<file path="config.mk">
export PLATFORM = sky130hd
export DESIGN_NAME = gcss_top
export DESIGN_NICKNAME = d
export VERILOG_FILES = /design/src/gcss_pkg.sv /design/src/gcss_top.sv /design/src/gcss_pll_model.sv
export VERILOG_INCLUDE_DIRS = /design/src
export SDC_FILE = /design/constraint.sdc
export NUM_CORES = 1
export LEC_CHECK = 0
export BUFFER_PORTS_ARGS = -buffer_cell sky130_fd_sc_hd__clkbuf_2
export CAP_MARGIN = 20
export CORE_UTILIZATION = 45
export DETAILED_ROUTE_END_ITERATION = 10
export PLACE_DENSITY = 0.58
export SYNTH_ARGS = -nofsm -noshare
export SYNTH_HDL_FRONTEND = slang
export SYNTH_SLANG_ARGS = --single-unit
</file>
<file path="constraint.sdc">
create_clock -name clk_sys -period 13.4 [get_ports clk_sys]
set_input_delay 1.34 -clock clk_sys [delete_from_list [all_inputs] [get_ports clk_sys]]
set_output_delay 1.34 -clock clk_sys [all_outputs]
set_load 0.1 [all_outputs]
</file>
<file path="src/gcss_regs.svh">
// register offsets, field positions, reset values and timing counts of the clock source selector
`ifndef GCSS_REGS_SVH
`define GCSS_REGS_SVH

`define GCSS_OFS_NET_SEL      8'h00
`define GCSS_OFS_PLL1_CTRL    8'h04
`define GCSS_OFS_PLL2_CTRL    8'h08
`define GCSS_OFS_PLL1_SCALE   8'h0c
`define GCSS_OFS_PLL2_SCALE   8'h10
`define GCSS_OFS_STATE        8'h14
`define GCSS_OFS_IRQ_STATUS   8'h18
`define GCSS_OFS_IRQ_MASK     8'h1c

`define GCSS_SEL_FIELD_W      3
`define GCSS_SEL_SOURCES      3'h4

`define GCSS_CTRL_ENABLE_BIT  0
`define GCSS_CTRL_ARESET_BIT  1
`define GCSS_CTRL_PFD_BIT     2
`define GCSS_CTRL_REFSEL_BIT  3
`define GCSS_CTRL_MULT_LSB    8
`define GCSS_CTRL_DIV_LSB     16
`define GCSS_SCALE_A_LSB      0
`define GCSS_SCALE_B_LSB      8

`define GCSS_RST_NET_SEL      24'h000000
`define GCSS_RST_PLL_CTRL     32'h00010102
`define GCSS_RST_PLL_SCALE    32'h00000202
`define GCSS_RST_IRQ_MASK     7'h00

`define GCSS_IRQ_LOCK1_RISE   0
`define GCSS_IRQ_LOCK1_FALL   1
`define GCSS_IRQ_LOCK2_RISE   2
`define GCSS_IRQ_LOCK2_FALL   3
`define GCSS_IRQ_SEL_REJECT   4
`define GCSS_IRQ_RANGE1       5
`define GCSS_IRQ_RANGE2       6
`define GCSS_IRQ_BITS         7

`define GCSS_LOCK_EDGES       4
`define GCSS_VCO_PER_MIN      16'h0001
`define GCSS_VCO_PER_MAX      16'h0040

`endif

</file>
<file path="src/gcss_pkg.sv">
// types shared by the clock source selector and its pll control model
`default_nettype none
package gcss_pkg;

  typedef enum logic [2:0] {
    GCSS_SRC_DEDICATED,
    GCSS_SRC_DUAL_PIN,
    GCSS_SRC_PLL,
    GCSS_SRC_INTERNAL
  } gcss_src_t;

  typedef struct packed {
    logic       enable;
    logic       areset;
    logic       pfd_en;
    logic       ref_sel;
    logic [7:0] mult;
    logic [7:0] div;
    logic [7:0] half_a;
    logic [7:0] half_b;
  } gcss_pll_ctrl_t;

  typedef struct packed {
    logic locked;
    logic in_range;
    logic lock_rise;
    logic lock_fall;
    logic range_fault;
    logic post_scale_out_a;
    logic post_scale_out_b;
  } gcss_pll_stat_t;

endpackage : gcss_pkg
`default_nettype wire

</file>
<file path="src/gcss_top.sv">
// global clock network source selection with two modelled plls and a register port
// What this block does
// - enable low drops lock, zeroes pll outputs
// - reset high zeroes lock and pll outputs
// - phase detector off keeps outputs toggling, lock held at its last value
// - lock asserts 2 to 10 input cycles
// - input frequency change rechecks vco range, drops lock
// - eight nets from dedicated, dual-purpose or pll
// - internal fabric signals also selectable as sources
// - every net reaches whole fabric as clock/control
// - dedicated inputs feed pll reference or nets
// - dedicated inputs map 0:0,2 1:1,3 2:4,6 3:5,7
// - dual-purpose pins 0-7 map to 3,2,0,4,6,7,5,1
// - pll outputs map to fixed network pairs
//
// The address-and-strobe port and the placing of the registers were decided locally.
`default_nettype none
`include "gcss_regs.svh"
module gcss_top #(
  parameter int NETS = 8
) (
  input  wire logic        clk_sys,
  input  wire logic        reset_n,
  input  wire logic [7:0]  reg_addr,
  input  wire logic [31:0] reg_wdata,
  input  wire logic        reg_wr,
  input  wire logic        reg_rd,
  output var  logic [31:0] reg_rdata,
  input  wire logic [3:0]  dedicated_clock_in,
  input  wire logic [7:0]  dual_purpose_clock_pin,
  input  wire logic [7:0]  internal_src,
  output var  logic [7:0]  global_clock_net,
  output var  logic [1:0]  pll_locked,
  output var  logic        irq
);
  import gcss_pkg::*;

  logic [3:0]                 ded_s1_reg, ded_s2_reg;
  logic [7:0]                 dp_s1_reg, dp_s2_reg;
  logic [23:0]                sel_reg, sel_next;
  gcss_pll_ctrl_t             pll1_ctrl_reg, pll1_ctrl_next;
  gcss_pll_ctrl_t             pll2_ctrl_reg, pll2_ctrl_next;
  logic [`GCSS_IRQ_BITS-1:0]  irq_stat_reg, irq_stat_next;
  logic [`GCSS_IRQ_BITS-1:0]  irq_mask_reg, irq_mask_next;
  logic [`GCSS_IRQ_BITS-1:0]  events;
  logic [31:0]                rdata_next;
  logic [7:0]                 net_next;
  logic                       irq_next;
  logic                       sel_reject;
  gcss_pll_stat_t             pll1_stat, pll2_stat;
  logic [3:0]                 pll_outs;

  // dedicated input that reaches a net
  function automatic logic [1:0] ded_for_net(input int n);
    case (n)
      0, 2:    return 2'h0;
      1, 3:    return 2'h1;
      4, 6:    return 2'h2;
      default: return 2'h3;
    endcase
  endfunction : ded_for_net

  // dual-purpose pin that reaches a net
  function automatic logic [2:0] dp_for_net(input int n);
    case (n)
      0:       return 3'h2;
      1:       return 3'h7;
      2:       return 3'h1;
      3:       return 3'h0;
      4:       return 3'h3;
      5:       return 3'h6;
      6:       return 3'h4;
      default: return 3'h5;
    endcase
  endfunction : dp_for_net

  // pll output index {pll2 b, pll2 a, pll1 b, pll1 a} that reaches a net
  function automatic logic [1:0] pll_for_net(input int n);
    case (n)
      1, 2:    return 2'h0;
      0, 3:    return 2'h1;
      5, 6:    return 2'h2;
      default: return 2'h3;
    endcase
  endfunction : pll_for_net

  // a selection word is legal only if every field names a permitted source
  function automatic logic sel_legal(input logic [23:0] w);
    logic ok;
    ok = 1'b1;
    for (int n = 0; n < NETS; n++)
    begin
      if (w[n*`GCSS_SEL_FIELD_W +: `GCSS_SEL_FIELD_W] >= `GCSS_SEL_SOURCES)
      begin
        ok = 1'b0;
      end
    end
    return ok;
  endfunction : sel_legal

  function automatic gcss_pll_ctrl_t ctrl_from(input logic [31:0] c, input logic [31:0] s);
    gcss_pll_ctrl_t r;
    r.enable  = c[`GCSS_CTRL_ENABLE_BIT];
    r.areset  = c[`GCSS_CTRL_ARESET_BIT];
    r.pfd_en  = c[`GCSS_CTRL_PFD_BIT];
    r.ref_sel = c[`GCSS_CTRL_REFSEL_BIT];
    r.mult    = c[`GCSS_CTRL_MULT_LSB +: 8];
    r.div     = c[`GCSS_CTRL_DIV_LSB +: 8];
    r.half_a  = s[`GCSS_SCALE_A_LSB +: 8];
    r.half_b  = s[`GCSS_SCALE_B_LSB +: 8];
    return r;
  endfunction : ctrl_from

  function automatic logic [31:0] ctrl_word(input gcss_pll_ctrl_t r);
    return {8'h00, r.div, r.mult, 4'h0, r.ref_sel, r.pfd_en, r.areset, r.enable};
  endfunction : ctrl_word

  // pin inputs come from outside the clock domain
  always_ff @(posedge clk_sys)
  begin
    if (!reset_n)
    begin
      ded_s1_reg <= 4'h0;
      ded_s2_reg <= 4'h0;
      dp_s1_reg  <= 8'h00;
      dp_s2_reg  <= 8'h00;
    end
    else
    begin
      ded_s1_reg <= dedicated_clock_in;
      ded_s2_reg <= ded_s1_reg;
      dp_s1_reg  <= dual_purpose_clock_pin;
      dp_s2_reg  <= dp_s1_reg;
    end
  end

  // pll1 reference from input 0 or 1, pll2 from input 2 or 3
  gcss_pll_model u_pll1 (
    .clk_sys (clk_sys),
    .reset_n (reset_n),
    .ref_in  (pll1_ctrl_reg.ref_sel ? ded_s2_reg[1] : ded_s2_reg[0]),
    .ctrl    (pll1_ctrl_reg),
    .stat    (pll1_stat)
  );

  gcss_pll_model u_pll2 (
    .clk_sys (clk_sys),
    .reset_n (reset_n),
    .ref_in  (pll2_ctrl_reg.ref_sel ? ded_s2_reg[3] : ded_s2_reg[2]),
    .ctrl    (pll2_ctrl_reg),
    .stat    (pll2_stat)
  );

  // register port, event capture and status
  always_comb
  begin
    pll_outs       = {pll2_stat.post_scale_out_b, pll2_stat.post_scale_out_a,
                      pll1_stat.post_scale_out_b, pll1_stat.post_scale_out_a};
    sel_next       = sel_reg;
    pll1_ctrl_next = pll1_ctrl_reg;
    pll2_ctrl_next = pll2_ctrl_reg;
    irq_mask_next  = irq_mask_reg;
    sel_reject     = 1'b0;
    rdata_next     = 32'h00000000;
    if (reg_wr)
    begin
      case (reg_addr)
        `GCSS_OFS_NET_SEL:
        begin
          // a bad word leaves every net on its old source
          if (sel_legal(reg_wdata[23:0]))
          begin
            sel_next = reg_wdata[23:0];
          end
          else
          begin
            sel_reject = 1'b1;
          end
        end
        `GCSS_OFS_PLL1_CTRL:  pll1_ctrl_next = ctrl_from(reg_wdata, {16'h0000, pll1_ctrl_reg.half_b, pll1_ctrl_reg.half_a});
        `GCSS_OFS_PLL2_CTRL:  pll2_ctrl_next = ctrl_from(reg_wdata, {16'h0000, pll2_ctrl_reg.half_b, pll2_ctrl_reg.half_a});
        `GCSS_OFS_PLL1_SCALE: pll1_ctrl_next = ctrl_from(ctrl_word(pll1_ctrl_reg), reg_wdata);
        `GCSS_OFS_PLL2_SCALE: pll2_ctrl_next = ctrl_from(ctrl_word(pll2_ctrl_reg), reg_wdata);
        `GCSS_OFS_IRQ_MASK:   irq_mask_next  = reg_wdata[`GCSS_IRQ_BITS-1:0];
        default:              sel_next       = sel_reg;
      endcase
    end
    if (reg_rd)
    begin
      case (reg_addr)
        `GCSS_OFS_NET_SEL:    rdata_next = {8'h00, sel_reg};
        `GCSS_OFS_PLL1_CTRL:  rdata_next = ctrl_word(pll1_ctrl_reg);
        `GCSS_OFS_PLL2_CTRL:  rdata_next = ctrl_word(pll2_ctrl_reg);
        `GCSS_OFS_PLL1_SCALE: rdata_next = {16'h0000, pll1_ctrl_reg.half_b, pll1_ctrl_reg.half_a};
        `GCSS_OFS_PLL2_SCALE: rdata_next = {16'h0000, pll2_ctrl_reg.half_b, pll2_ctrl_reg.half_a};
        `GCSS_OFS_STATE:      rdata_next = {28'h0000000, pll2_stat.in_range, pll1_stat.in_range,
                                            pll2_stat.locked, pll1_stat.locked};
        `GCSS_OFS_IRQ_STATUS: rdata_next = {25'h0000000, irq_stat_reg};
        `GCSS_OFS_IRQ_MASK:   rdata_next = {25'h0000000, irq_mask_reg};
        default:              rdata_next = 32'h00000000;
      endcase
    end
    events = '0;
    events[`GCSS_IRQ_LOCK1_RISE] = pll1_stat.lock_rise;
    events[`GCSS_IRQ_LOCK1_FALL] = pll1_stat.lock_fall;
    events[`GCSS_IRQ_LOCK2_RISE] = pll2_stat.lock_rise;
    events[`GCSS_IRQ_LOCK2_FALL] = pll2_stat.lock_fall;
    events[`GCSS_IRQ_SEL_REJECT] = sel_reject;
    events[`GCSS_IRQ_RANGE1]     = pll1_stat.range_fault;
    events[`GCSS_IRQ_RANGE2]     = pll2_stat.range_fault;
    // a new event beats a write-one-to-clear in the same cycle
    irq_stat_next = irq_stat_reg;
    if (reg_wr && (reg_addr == `GCSS_OFS_IRQ_STATUS))
    begin
      irq_stat_next = irq_stat_reg & ~reg_wdata[`GCSS_IRQ_BITS-1:0];
    end
    irq_stat_next = irq_stat_next | events;
    irq_next      = |(irq_stat_next & irq_mask_next);
  end

  // one source per net; nets are registered, so each adds a cycle of latency
  always_comb
  begin
    for (int n = 0; n < NETS; n++)
    begin
      case (gcss_src_t'(sel_reg[n*`GCSS_SEL_FIELD_W +: `GCSS_SEL_FIELD_W]))
        GCSS_SRC_DEDICATED: net_next[n] = ded_s2_reg[ded_for_net(n)];
        GCSS_SRC_DUAL_PIN:  net_next[n] = dp_s2_reg[dp_for_net(n)];
        GCSS_SRC_PLL:       net_next[n] = pll_outs[pll_for_net(n)];
        GCSS_SRC_INTERNAL:  net_next[n] = internal_src[n];
        default:            net_next[n] = 1'b0;
      endcase
    end
  end

  always_ff @(posedge clk_sys)
  begin
    if (!reset_n)
    begin
      sel_reg          <= `GCSS_RST_NET_SEL;
      pll1_ctrl_reg    <= ctrl_from(`GCSS_RST_PLL_CTRL, `GCSS_RST_PLL_SCALE);
      pll2_ctrl_reg    <= ctrl_from(`GCSS_RST_PLL_CTRL, `GCSS_RST_PLL_SCALE);
      irq_stat_reg     <= '0;
      irq_mask_reg     <= `GCSS_RST_IRQ_MASK;
      reg_rdata        <= 32'h00000000;
      global_clock_net <= 8'h00;
      pll_locked       <= 2'h0;
      irq              <= 1'b0;
    end
    else
    begin
      sel_reg          <= sel_next;
      pll1_ctrl_reg    <= pll1_ctrl_next;
      pll2_ctrl_reg    <= pll2_ctrl_next;
      irq_stat_reg     <= irq_stat_next;
      irq_mask_reg     <= irq_mask_next;
      reg_rdata        <= rdata_next;
      global_clock_net <= net_next;
      pll_locked       <= {pll2_stat.locked, pll1_stat.locked};
      irq              <= irq_next;
    end
  end

endmodule : gcss_top
`default_nettype wire

</file>
<file path="src/gcss_pll_model.sv">
// digital model of one pll: enable, reset, phase detector, lock and vco range check
`default_nettype none
`include "gcss_regs.svh"
module gcss_pll_model #(
  parameter int             LOCK_EDGES  = `GCSS_LOCK_EDGES,
  parameter logic [15:0]    VCO_PER_MIN = `GCSS_VCO_PER_MIN,
  parameter logic [15:0]    VCO_PER_MAX = `GCSS_VCO_PER_MAX
) (
  input  wire logic                     clk_sys,
  input  wire logic                     reset_n,
  input  wire logic                     ref_in,
  input  wire gcss_pkg::gcss_pll_ctrl_t ctrl,
  output var  gcss_pkg::gcss_pll_stat_t stat
);
  import gcss_pkg::*;

  typedef enum logic [1:0] {PL_OFF, PL_MEASURE, PL_TRACK} gcss_pl_state_t;

  gcss_pl_state_t state_reg, state_next;
  logic           ref_prev_reg, ref_prev_next;
  logic [15:0]    per_cnt_reg, per_cnt_next;
  logic [15:0]    meas_reg, meas_next;
  logic           have_meas_reg, have_meas_next;
  logic [3:0]     edge_cnt_reg, edge_cnt_next;
  logic [7:0]     act_half_a_reg, act_half_a_next;
  logic [7:0]     act_half_b_reg, act_half_b_next;
  logic [7:0]     cnt_a_reg, cnt_a_next;
  logic [7:0]     cnt_b_reg, cnt_b_next;
  gcss_pll_stat_t stat_next;
  logic           ref_rise;
  logic           run;

  // vco period = input period * div / mult, kept inside the limits without a divider
  function automatic logic range_ok(input logic [15:0] per, input logic [7:0] m, input logic [7:0] d);
    logic [31:0] lhs;
    lhs = 32'(per) * 32'(d);
    return (m != 8'h00) && (d != 8'h00) &&
           (lhs >= 32'(VCO_PER_MIN) * 32'(m)) && (lhs <= 32'(VCO_PER_MAX) * 32'(m));
  endfunction : range_ok

  always_comb
  begin
    run             = ctrl.enable && !ctrl.areset;
    ref_rise        = ref_in && !ref_prev_reg;
    ref_prev_next   = ref_in;
    state_next      = state_reg;
    per_cnt_next    = per_cnt_reg;
    meas_next       = meas_reg;
    have_meas_next  = have_meas_reg;
    edge_cnt_next   = edge_cnt_reg;
    act_half_a_next = act_half_a_reg;
    act_half_b_next = act_half_b_reg;
    cnt_a_next      = cnt_a_reg;
    cnt_b_next      = cnt_b_reg;
    stat_next       = stat;
    stat_next.lock_rise   = 1'b0;
    stat_next.lock_fall   = 1'b0;
    stat_next.range_fault = 1'b0;
    if (!run)
    begin
      // disabled or held in reset: lock and both post-scale outputs forced low
      state_next            = PL_OFF;
      per_cnt_next          = 16'h0000;
      have_meas_next        = 1'b0;
      edge_cnt_next         = 4'h0;
      cnt_a_next            = 8'h00;
      cnt_b_next            = 8'h00;
      stat_next.locked      = 1'b0;
      stat_next.in_range    = 1'b0;
      stat_next.post_scale_out_a = 1'b0;
      stat_next.post_scale_out_b = 1'b0;
      stat_next.lock_fall   = stat.locked;
    end
    else
    begin
      if (per_cnt_reg != 16'hffff)
      begin
        per_cnt_next = per_cnt_reg + 16'h0001;
      end
      // phase detector off: frequency and lock state are frozen, outputs keep running
      if (ctrl.pfd_en)
      begin
        act_half_a_next = (ctrl.half_a == 8'h00) ? 8'h01 : ctrl.half_a;
        act_half_b_next = (ctrl.half_b == 8'h00) ? 8'h01 : ctrl.half_b;
        case (state_reg)
          PL_OFF:
          begin
            state_next = PL_MEASURE;
          end
          PL_MEASURE, PL_TRACK:
          begin
            if (ref_rise)
            begin
              per_cnt_next   = 16'h0001;
              meas_next      = per_cnt_reg;
              have_meas_next = 1'b1;
              if (have_meas_reg && (per_cnt_reg != meas_reg))
              begin
                // input frequency moved: restart tracking and recheck the range
                state_next       = PL_MEASURE;
                edge_cnt_next    = 4'h0;
                stat_next.locked = 1'b0;
                stat_next.lock_fall = stat.locked;
              end
              else if (have_meas_reg && !range_ok(per_cnt_reg, ctrl.mult, ctrl.div))
              begin
                state_next            = PL_MEASURE;
                edge_cnt_next         = 4'h0;
                stat_next.in_range    = 1'b0;
                stat_next.range_fault = stat.in_range || (state_reg == PL_TRACK);
                stat_next.locked      = 1'b0;
                stat_next.lock_fall   = stat.locked;
              end
              else if (have_meas_reg)
              begin
                state_next         = PL_TRACK;
                stat_next.in_range = 1'b1;
                if (edge_cnt_reg < 4'(LOCK_EDGES))
                begin
                  edge_cnt_next = edge_cnt_reg + 4'h1;
                end
                if ((edge_cnt_reg + 4'h1 == 4'(LOCK_EDGES)) && !stat.locked)
                begin
                  stat_next.locked    = 1'b1;
                  stat_next.lock_rise = 1'b1;
                end
              end
            end
          end
          default:
          begin
            state_next = PL_OFF;
          end
        endcase
      end
      // post-scale dividers toggle at the active half period
      if (cnt_a_reg + 8'h01 >= act_half_a_reg)
      begin
        cnt_a_next                 = 8'h00;
        stat_next.post_scale_out_a = !stat.post_scale_out_a;
      end
      else
      begin
        cnt_a_next = cnt_a_reg + 8'h01;
      end
      if (cnt_b_reg + 8'h01 >= act_half_b_reg)
      begin
        cnt_b_next                 = 8'h00;
        stat_next.post_scale_out_b = !stat.post_scale_out_b;
      end
      else
      begin
        cnt_b_next = cnt_b_reg + 8'h01;
      end
    end
  end

  always_ff @(posedge clk_sys)
  begin
    if (!reset_n)
    begin
      state_reg      <= PL_OFF;
      ref_prev_reg   <= 1'b0;
      per_cnt_reg    <= 16'h0000;
      meas_reg       <= 16'h0000;
      have_meas_reg  <= 1'b0;
      edge_cnt_reg   <= 4'h0;
      act_half_a_reg <= 8'h01;
      act_half_b_reg <= 8'h01;
      cnt_a_reg      <= 8'h00;
      cnt_b_reg      <= 8'h00;
      stat           <= '0;
    end
    else
    begin
      state_reg      <= state_next;
      ref_prev_reg   <= ref_prev_next;
      per_cnt_reg    <= per_cnt_next;
      meas_reg       <= meas_next;
      have_meas_reg  <= have_meas_next;
      edge_cnt_reg   <= edge_cnt_next;
      act_half_a_reg <= act_half_a_next;
      act_half_b_reg <= act_half_b_next;
      cnt_a_reg      <= cnt_a_next;
      cnt_b_reg      <= cnt_b_next;
      stat           <= stat_next;
    end
  end

endmodule : gcss_pll_model
`default_nettype wire

</file>
== Word-level counts from Yosys, hierarchy flattened ==
Cells that the tools add are included.

* Flip-flop bits (word level): 335
* Bits of input ports: 64
* Output and inout port bits: 43
* Word-level logic and storage cells: 427

* Add/sub/neg operators: 8
* Multiply operators: 2
* $lt $le $gt $ge: 42
* Eq/ne operators: 45
* Mux-type cells: 155
* Bitwise gates (word level): 23
* Reduce and logical (&&, ||, !) cells: 91

{| class="wikitable"
|+ Operator list
! kind !! number
|-
| $pmux 24 s8 || 1
|-
| $pmux 36 s2 || 2
|-
| $mux 16 || 8
|-
| $mux 2 || 34
|-
| $mux 1 || 51
|-
| $eq 3x2->1 const B || 16
|-
| $ge 24x8->1 || 2
|-
| $le 24x14->1 || 2
|-
| $lt 2x3->1 const B || 16
|-
| $mul 16x8->24 || 2
|-
| $logic_not 8->1 || 5
|-
| $add 16x1->16 const B || 2
|-
| $add 8x1->8 const B || 4
|-
| $bmux 1 s2 || 16
|-
| $eq 8x5->1 const B || 4
|-
| $ge 8x8->1 || 4
|-
| $lt 3x4->1 const B || 8
|-
| $mux 4 || 8
|-
| $mux 8 || 4
|-
| $ne 16x16->1 || 2
|-
| $ne 16x16->1 const B || 2
|-
| $pmux 1 s4 || 8
|-
| $reduce_bool 8->1 || 4
|-
| $mux 3 || 10
|-
| 33 further kinds || 151
|}

== Depth between registers and ports, before layout ==
* Depth in word-level cells: 17
* Gate-level depth with buffers: 27
* Depth with buffers taken out: 26

== By module ==
A second synthesis with hierarchy kept.

* Cell total of the unflattened synthesis: 2766
* Area total of the unflattened synthesis: 23550.1 µm²

{| class="wikitable"
|+ By module, submodules not included
! module !! times used !! cells each !! area each (µm²) !! sequential area each (µm²)
|-
| gcss_pll_model at u_pll2 || 1 || 1055 || 8759.7 || 1581.5
|-
| gcss_pll_model at u_pll1 || 1 || 987 || 8454.4 || 1581.5
|-
| gcss_top || 1 || 724 || 6336.1 || 3383.2
|}

== Least setup slack after synthesis ==
No wires, ideal clock.

* Path kind: reg2reg
* Start point: reg pll1_ctrl_reg[23] (netlist name)
* End point: reg u_pll1.stat[3] (netlist name)
* Setup time: 0.120 ns
* Arrival time: 6.196 ns
* Required time: 13.280 ns
* Path slack: 7.084 ns
* Cell stages (with the launch flop): 26
* Buffers on the path: 2
* Clock period less this slack: 6.316 ns
* Path through: dfxtp_1 clkbuf_1 clkbuf_1 nand2_1 fa_1 fa_1 inv_1 fa_1 inv_1 fa_1 inv_1 ha_1 and2_4 a221oi_4 nand2_2 or4_1 nand4_1 ha_1 nand4_1 nor4_1 a21oi_1 a211oi_2 nand4_2 nor4_4 a21oi_2 o31a_1

* Word-level cells in the longest chain between the ends: 12
* Elaborated cells between the ends (all ways): 15
* Classes of those cells: mul (1); order compare (2); mux (6); reduce/logical (6)

{| class="wikitable"
|+ Ends and longest elaborated chain
! item !! line !! source
|-
| from (decl) || gcss_top.sv:41 || <nowiki>gcss_pll_ctrl_t pll1_ctrl_reg, pll1_ctrl_next;</nowiki>
|-
| from (signal assigned) || gcss_top.sv:241 || <nowiki>pll1_ctrl_reg <= ctrl_from(`GCSS_RST_PLL_CTRL, `GCSS_RST_PLL_SCALE);</nowiki>
|-
| from (signal assigned) || gcss_top.sv:253 || <nowiki>pll1_ctrl_reg <= pll1_ctrl_next;</nowiki>
|-
| $mul 16x8->24 / $reduce_bool 8->1 (equally long branches) || gcss_pll_model.sv:36, gcss_pll_model.sv:37 ||
|-
| $ge 24x8->1 / $logic_and 1x1->1 (equally long branches) || gcss_pll_model.sv:38, gcss_pll_model.sv:37 ||
|-
| $logic_and 1x1->1 || gcss_pll_model.sv:37 || <nowiki>return (m != 8'h00) && (d != 8'h00) &&</nowiki>
|-
| $logic_and 1x1->1 * || gcss_pll_model.sv:38 || <nowiki>(lhs >= 32'(VCO_PER_MIN) * 32'(m)) && (lhs <= 32'(VCO_PER_MAX) * 32'(m));</nowiki>
|-
| $logic_not 1->1 * || gcss_pll_model.sv:105 || <nowiki>else if (have_meas_reg && !range_ok(per_cnt_reg, ctrl.mult, ctrl.div))</nowiki>
|-
| $logic_and 1x1->1 * || gcss_pll_model.sv:105 ||
|-
| $mux 2 * || gcss_pll_model.sv:105 ||
|-
| $mux 1 * || gcss_pll_model.sv:97 || <nowiki>if (have_meas_reg && (per_cnt_reg != meas_reg))</nowiki>
|-
| $mux 2 * || gcss_pll_model.sv:92 || <nowiki>if (ref_rise)</nowiki>
|-
| $mux 2 * || gcss_pll_model.sv:85 || <nowiki>case (state_reg)</nowiki>
|-
| $mux 2 * || gcss_pll_model.sv:81 || <nowiki>if (ctrl.pfd_en)</nowiki>
|-
| $mux 1 * || gcss_pll_model.sv:59 || <nowiki>if (!run)</nowiki>
|-
| to (signal assigned) || gcss_pll_model.sv:186 || <nowiki>stat <= stat_next;</nowiki>
|-
| to (decl) || gcss_pll_model.sv:13 || <nowiki>output var gcss_pkg::gcss_pll_stat_t stat</nowiki>
|}

Mark *: on every way between the ends. The rest lies on a longest branch, timed or not.
A chain may end at the register's enable or synchronous reset.

== Worst setup path in the final report ==
Ends and elaborated chain as after synthesis.

==> metrics.md <==
| Metric | Value |
|---|---|
| Detailed Routing Iterations Pass 1 | 5 |
| Tcrit/Tclk final | 0.5435 |
| Worst R2R Path Depth | 23 |
| Worst-Margin Slew | 1.092 ns |
| Area share of the largest cell type after synthesis | 0.2812 |
| Pre-CTS WS | 6.145 ns |
| Hold_buf cts | 0 |
| Register area share after synthesis | 0.2812 |
| Remaining DRCs | 0 |
| Total GRT Usage | 0.2478 |
| Clock share of power | 0.518 |
| Net count, final | 3172 |
| Hold Path Origin | dp_s1_reg[7]$_SDFF_PN0_ |
| Area grow syn2layout | 9.334% |
| Port buffer count | 90 |
| Setup tns final | 0 ns |
| Fin Hold WS | 0.4310 ns |
| Switching share of power | 0.2323 |
| Synth Area in XOR/XNOR | 0.03912 |
| DP HPWL | 48400 um |
| Area of the multi-input gates | 15130 um^2 |
| Simple-Gate Fraction of Synth Area | 0.2317 |
| Post-synth cell types | 84 |
| CTS root buf | clkbuf_16 |
| Logic pwr share | 0.026 |
| Mux cell area share after synthesis | 0.02069 |
| P_leak | 11.12 nW |
| P_int | 1.650 mW |
| Clock transition at path regs | 0.06 ns |
| Number of global-route vias before repair | 18.77k |
| Asr flop ratio synth | 0 |
| Row count | 82 |
| Ratio of cells with drive above 1 in the final layout | 0.07454 |
| Sequential power share | 0.456 |
| Initial core utilization | 0.4603 |
| Reg2reg end | u_pll1.stat[3]$_SDFF_PN0_ |
| Max Root-Sink Buffers | 3 |
| Fmax | 137.3 MHz |
| Class of the most critical hold timing path | flop to flop |
| Placed Area | 24080 um^2 |
| CP endpoint kind | flop |
| ANT nets after route | 0 |
| Post-CTS resize count | 0 |
| R2R setup slack | 6.12 ns |
| Syn Area/Cell | 8.394 um^2 |
| Fin crit period | 7.283 ns |
| Slew headroom | 0.2691 |
| Die Width | 229.5 um |
| Initial antenna violation count | 1 |
| Final Max Slew Viols | 0 |
| Hold depth | 1 |
| Seq. cell area | 6546 um^2 |
| CTS Buf Count | 39 |
| Worst endpoint data arrival time | 7.73 ns |
| Worst vdd ir | 79.19 uV |
| WHS Endpoint | dp_s2_reg[7]$_SDFF_PN0_ |
| Yosys reg bits | 327 |
| Total power | 2.149 mW |
| Fin util | 0.5033 |
| First-pass GRT wire length | 103100 um |
| Synth area leader | dfxtp_1 |
| H-tree Lvls | 2 |
| Clock Skew | 0.02427 ns |
| Post-Layout Cell Count | 3478 |
| Post-CTS Setup Inserts | 0 |
| Number of flops mapped to enable cells by yosys | 0 |
| Worst-path fanout max | 19 |
| Pin count of the biggest net entering global routing | 74 |
| CP Launch Point | pll1_ctrl_reg[23]$_SDFFE_PN0P_ |
| Fin. Hold Viols | 0 |
| P per Cell Area | 84.43 nW/um^2 |
| RSZ-0062 raised after global routing | false |
| Yosys Warn Count | 0 |
| Sw Pwr | 0.4993 mW |
| Core Area | 50580 um^2 |
| Compound-Gate Fraction of Synth Area | 0.1236 |
| Crit Path Class | flop to flop |
| Post-route cell area | 25460 um^2 |
| First DRT Iteration DRCs | 1268 |
| Fill cells | 4825 |
| Die height | 229.5 um |
| Top FF cell, synth | dfxtp_1 |
| Placed cell count | 3405 |
| Drt wl/cell | 18.62 um |
| Worst setup margin | 6.117 ns |
| Synth Area in Adders | 0.2337 |
| Vias/cell | 5.455 |
| Reg2reg start | pll1_ctrl_reg[23]$_SDFFE_PN0P_ |
| Largest family of logic cells by synthesized area | adder cells |
| Clock latency on the worst-skew pair | 0.59 ns |
| Endpoints failing setup | 0 |
| Via count | 18.97k |
| Ports | 107 |
| Status | complete, no violations |
| TritonCTS clock tree | done |
| Total die area | 52650 um^2 |
| Sink Count | 327 |
| Crit path launch type | flop |
| Final Wtd Congestion | 0.8893 |
| Max-Cap Viols | 0 |
| Gate Count Post-Synth | 2774 |
| CP required | 13.85 ns |
| Ranking of synthesized cells by area | dfxtp_1 28%, fa_1 14%, ha_1 8.9% |
| Post-Synthesis Cell Area | 23280 um^2 |
| Routed Wire Length | 64760 um |
| Overflow left after global routing | 0 |
[power by group through the flow]
stage	logic, mW	registers (mW)	clock network [mW]
floorplan	0.0307	1.00	0
global placement	0.0554	1.00	0
detailed placement	0.0559	1.00	0
CTS	0.0561	0.979	1.13
global route	0.0588	0.979	1.18
finish	0.0562	0.979	1.11
[cells in the mapped netlist (17+ instances only)]
master    instances
nand2_1         423
dfxtp_1         327
inv_1           265
and2_1          250
a21oi_1         211
fa_1            168
ha_1            166
nor2_1          142
clkbuf_1        134
xnor2_1          71
nand3_1          57
mux2i_1          47
o21ai_0          46
nor2b_1          41
a21o_1           38
a22oi_1          35
xor2_1           33
nand4_1          30
nor3_1           30
and3_1           25
a31oi_1          19
nor4_1           19
a211oi_1         17
[worst max-delay path by stage]
| stage | end | slack (ns) | cells past startpoint |
|---|---|---|---|
| floorplan | u_pll1.stat[3]$_SDFF_PN0_ | 7.08 | 25 |
| global placement | u_pll1.stat[3]$_SDFF_PN0_ | 6.25 | 23 |
| detailed placement | u_pll1.stat[3]$_SDFF_PN0_ | 6.15 | 23 |
| CTS | u_pll1.stat[3]$_SDFF_PN0_ | 6.11 | 23 |
| global route | u_pll1.stat[3]$_SDFF_PN0_ | 5.88 | 23 |
| finish | u_pll1.stat[3]$_SDFF_PN0_ | 6.12 | 23 |
[critical path, stage by stage, from the launching register on]
cell	delay [ns]
dfxtp_1	0.86
nand2_1	0.19
fa_1	0.56
fa_1	0.55
inv_1	0.06
fa_1	0.53
inv_1	0.06
fa_1	0.56
inv_1	0.05
ha_1	0.37
and2_4	0.19
a221oi_4	0.33
nand2_2	0.13
or4_1	0.42
nand4_1	0.21
ha_1	0.16
nand4_1	0.12
nor4_1	0.30
a21oi_1	0.12
a211oi_2	0.18
nand4_2	0.18
nor4_4	0.57
a21oi_2	0.16
o31a_1	0.27
[cells in the final DEF, fill, tap and decap left out, types with 10 or more instances in the layout]
master       n
a211oi_1    17
a21o_1      38
a21oi_1    211
a22oi_1     35
a31oi_1     19
and2_1     250
and3_1      25
buf_4       15
clkbuf_16   39
clkbuf_2    90
clkbuf_8    14
dfxtp_1    327
fa_1       168
ha_1       166
inv_1      264
mux2i_1     47
nand2_1    423
nand3_1     57
nand4_1     30
nor2_1     142
nor2b_1     41
nor3_1      30
nor4_1      19
o21a_1      13
o21ai_0     46
or4_1       10
xnor2_1     71
xor2_1      33
[final cells by class]
cell class | instances | area share
multi-input cells | 2036 | 0.5945
flip-flops and latches | 327 | 0.2572
clock buffers | 59 | 0.04679
inverters | 265 | 0.03917
well taps | 672 | 0.03303
repair buffers | 105 | 0.02212
clock inverters | 12 | 0.007028
diodes | 2 | 0.0001966
[cells by family after synthesis]
logic type	Yosys count
AO/OA/AOI/OAI	456
XOR/XNOR	104
adder cells (fa/ha/maj)	334
buffers and inverters	418
flip-flops	327
multiplexers	48
other	1
AND/OR/NAND/NOR	1086
[layer usage]
metal,global-route usage,up-vias,part of all wire
met5,0,-,0
met4,0.1038,0,0.038
met3,0.03685,117,0.052
met2,0.4088,489,0.46
met1,0.3224,9246,0.44
li1,-,9121,-
No activity file was read; power rests on OpenSTA's default activity.
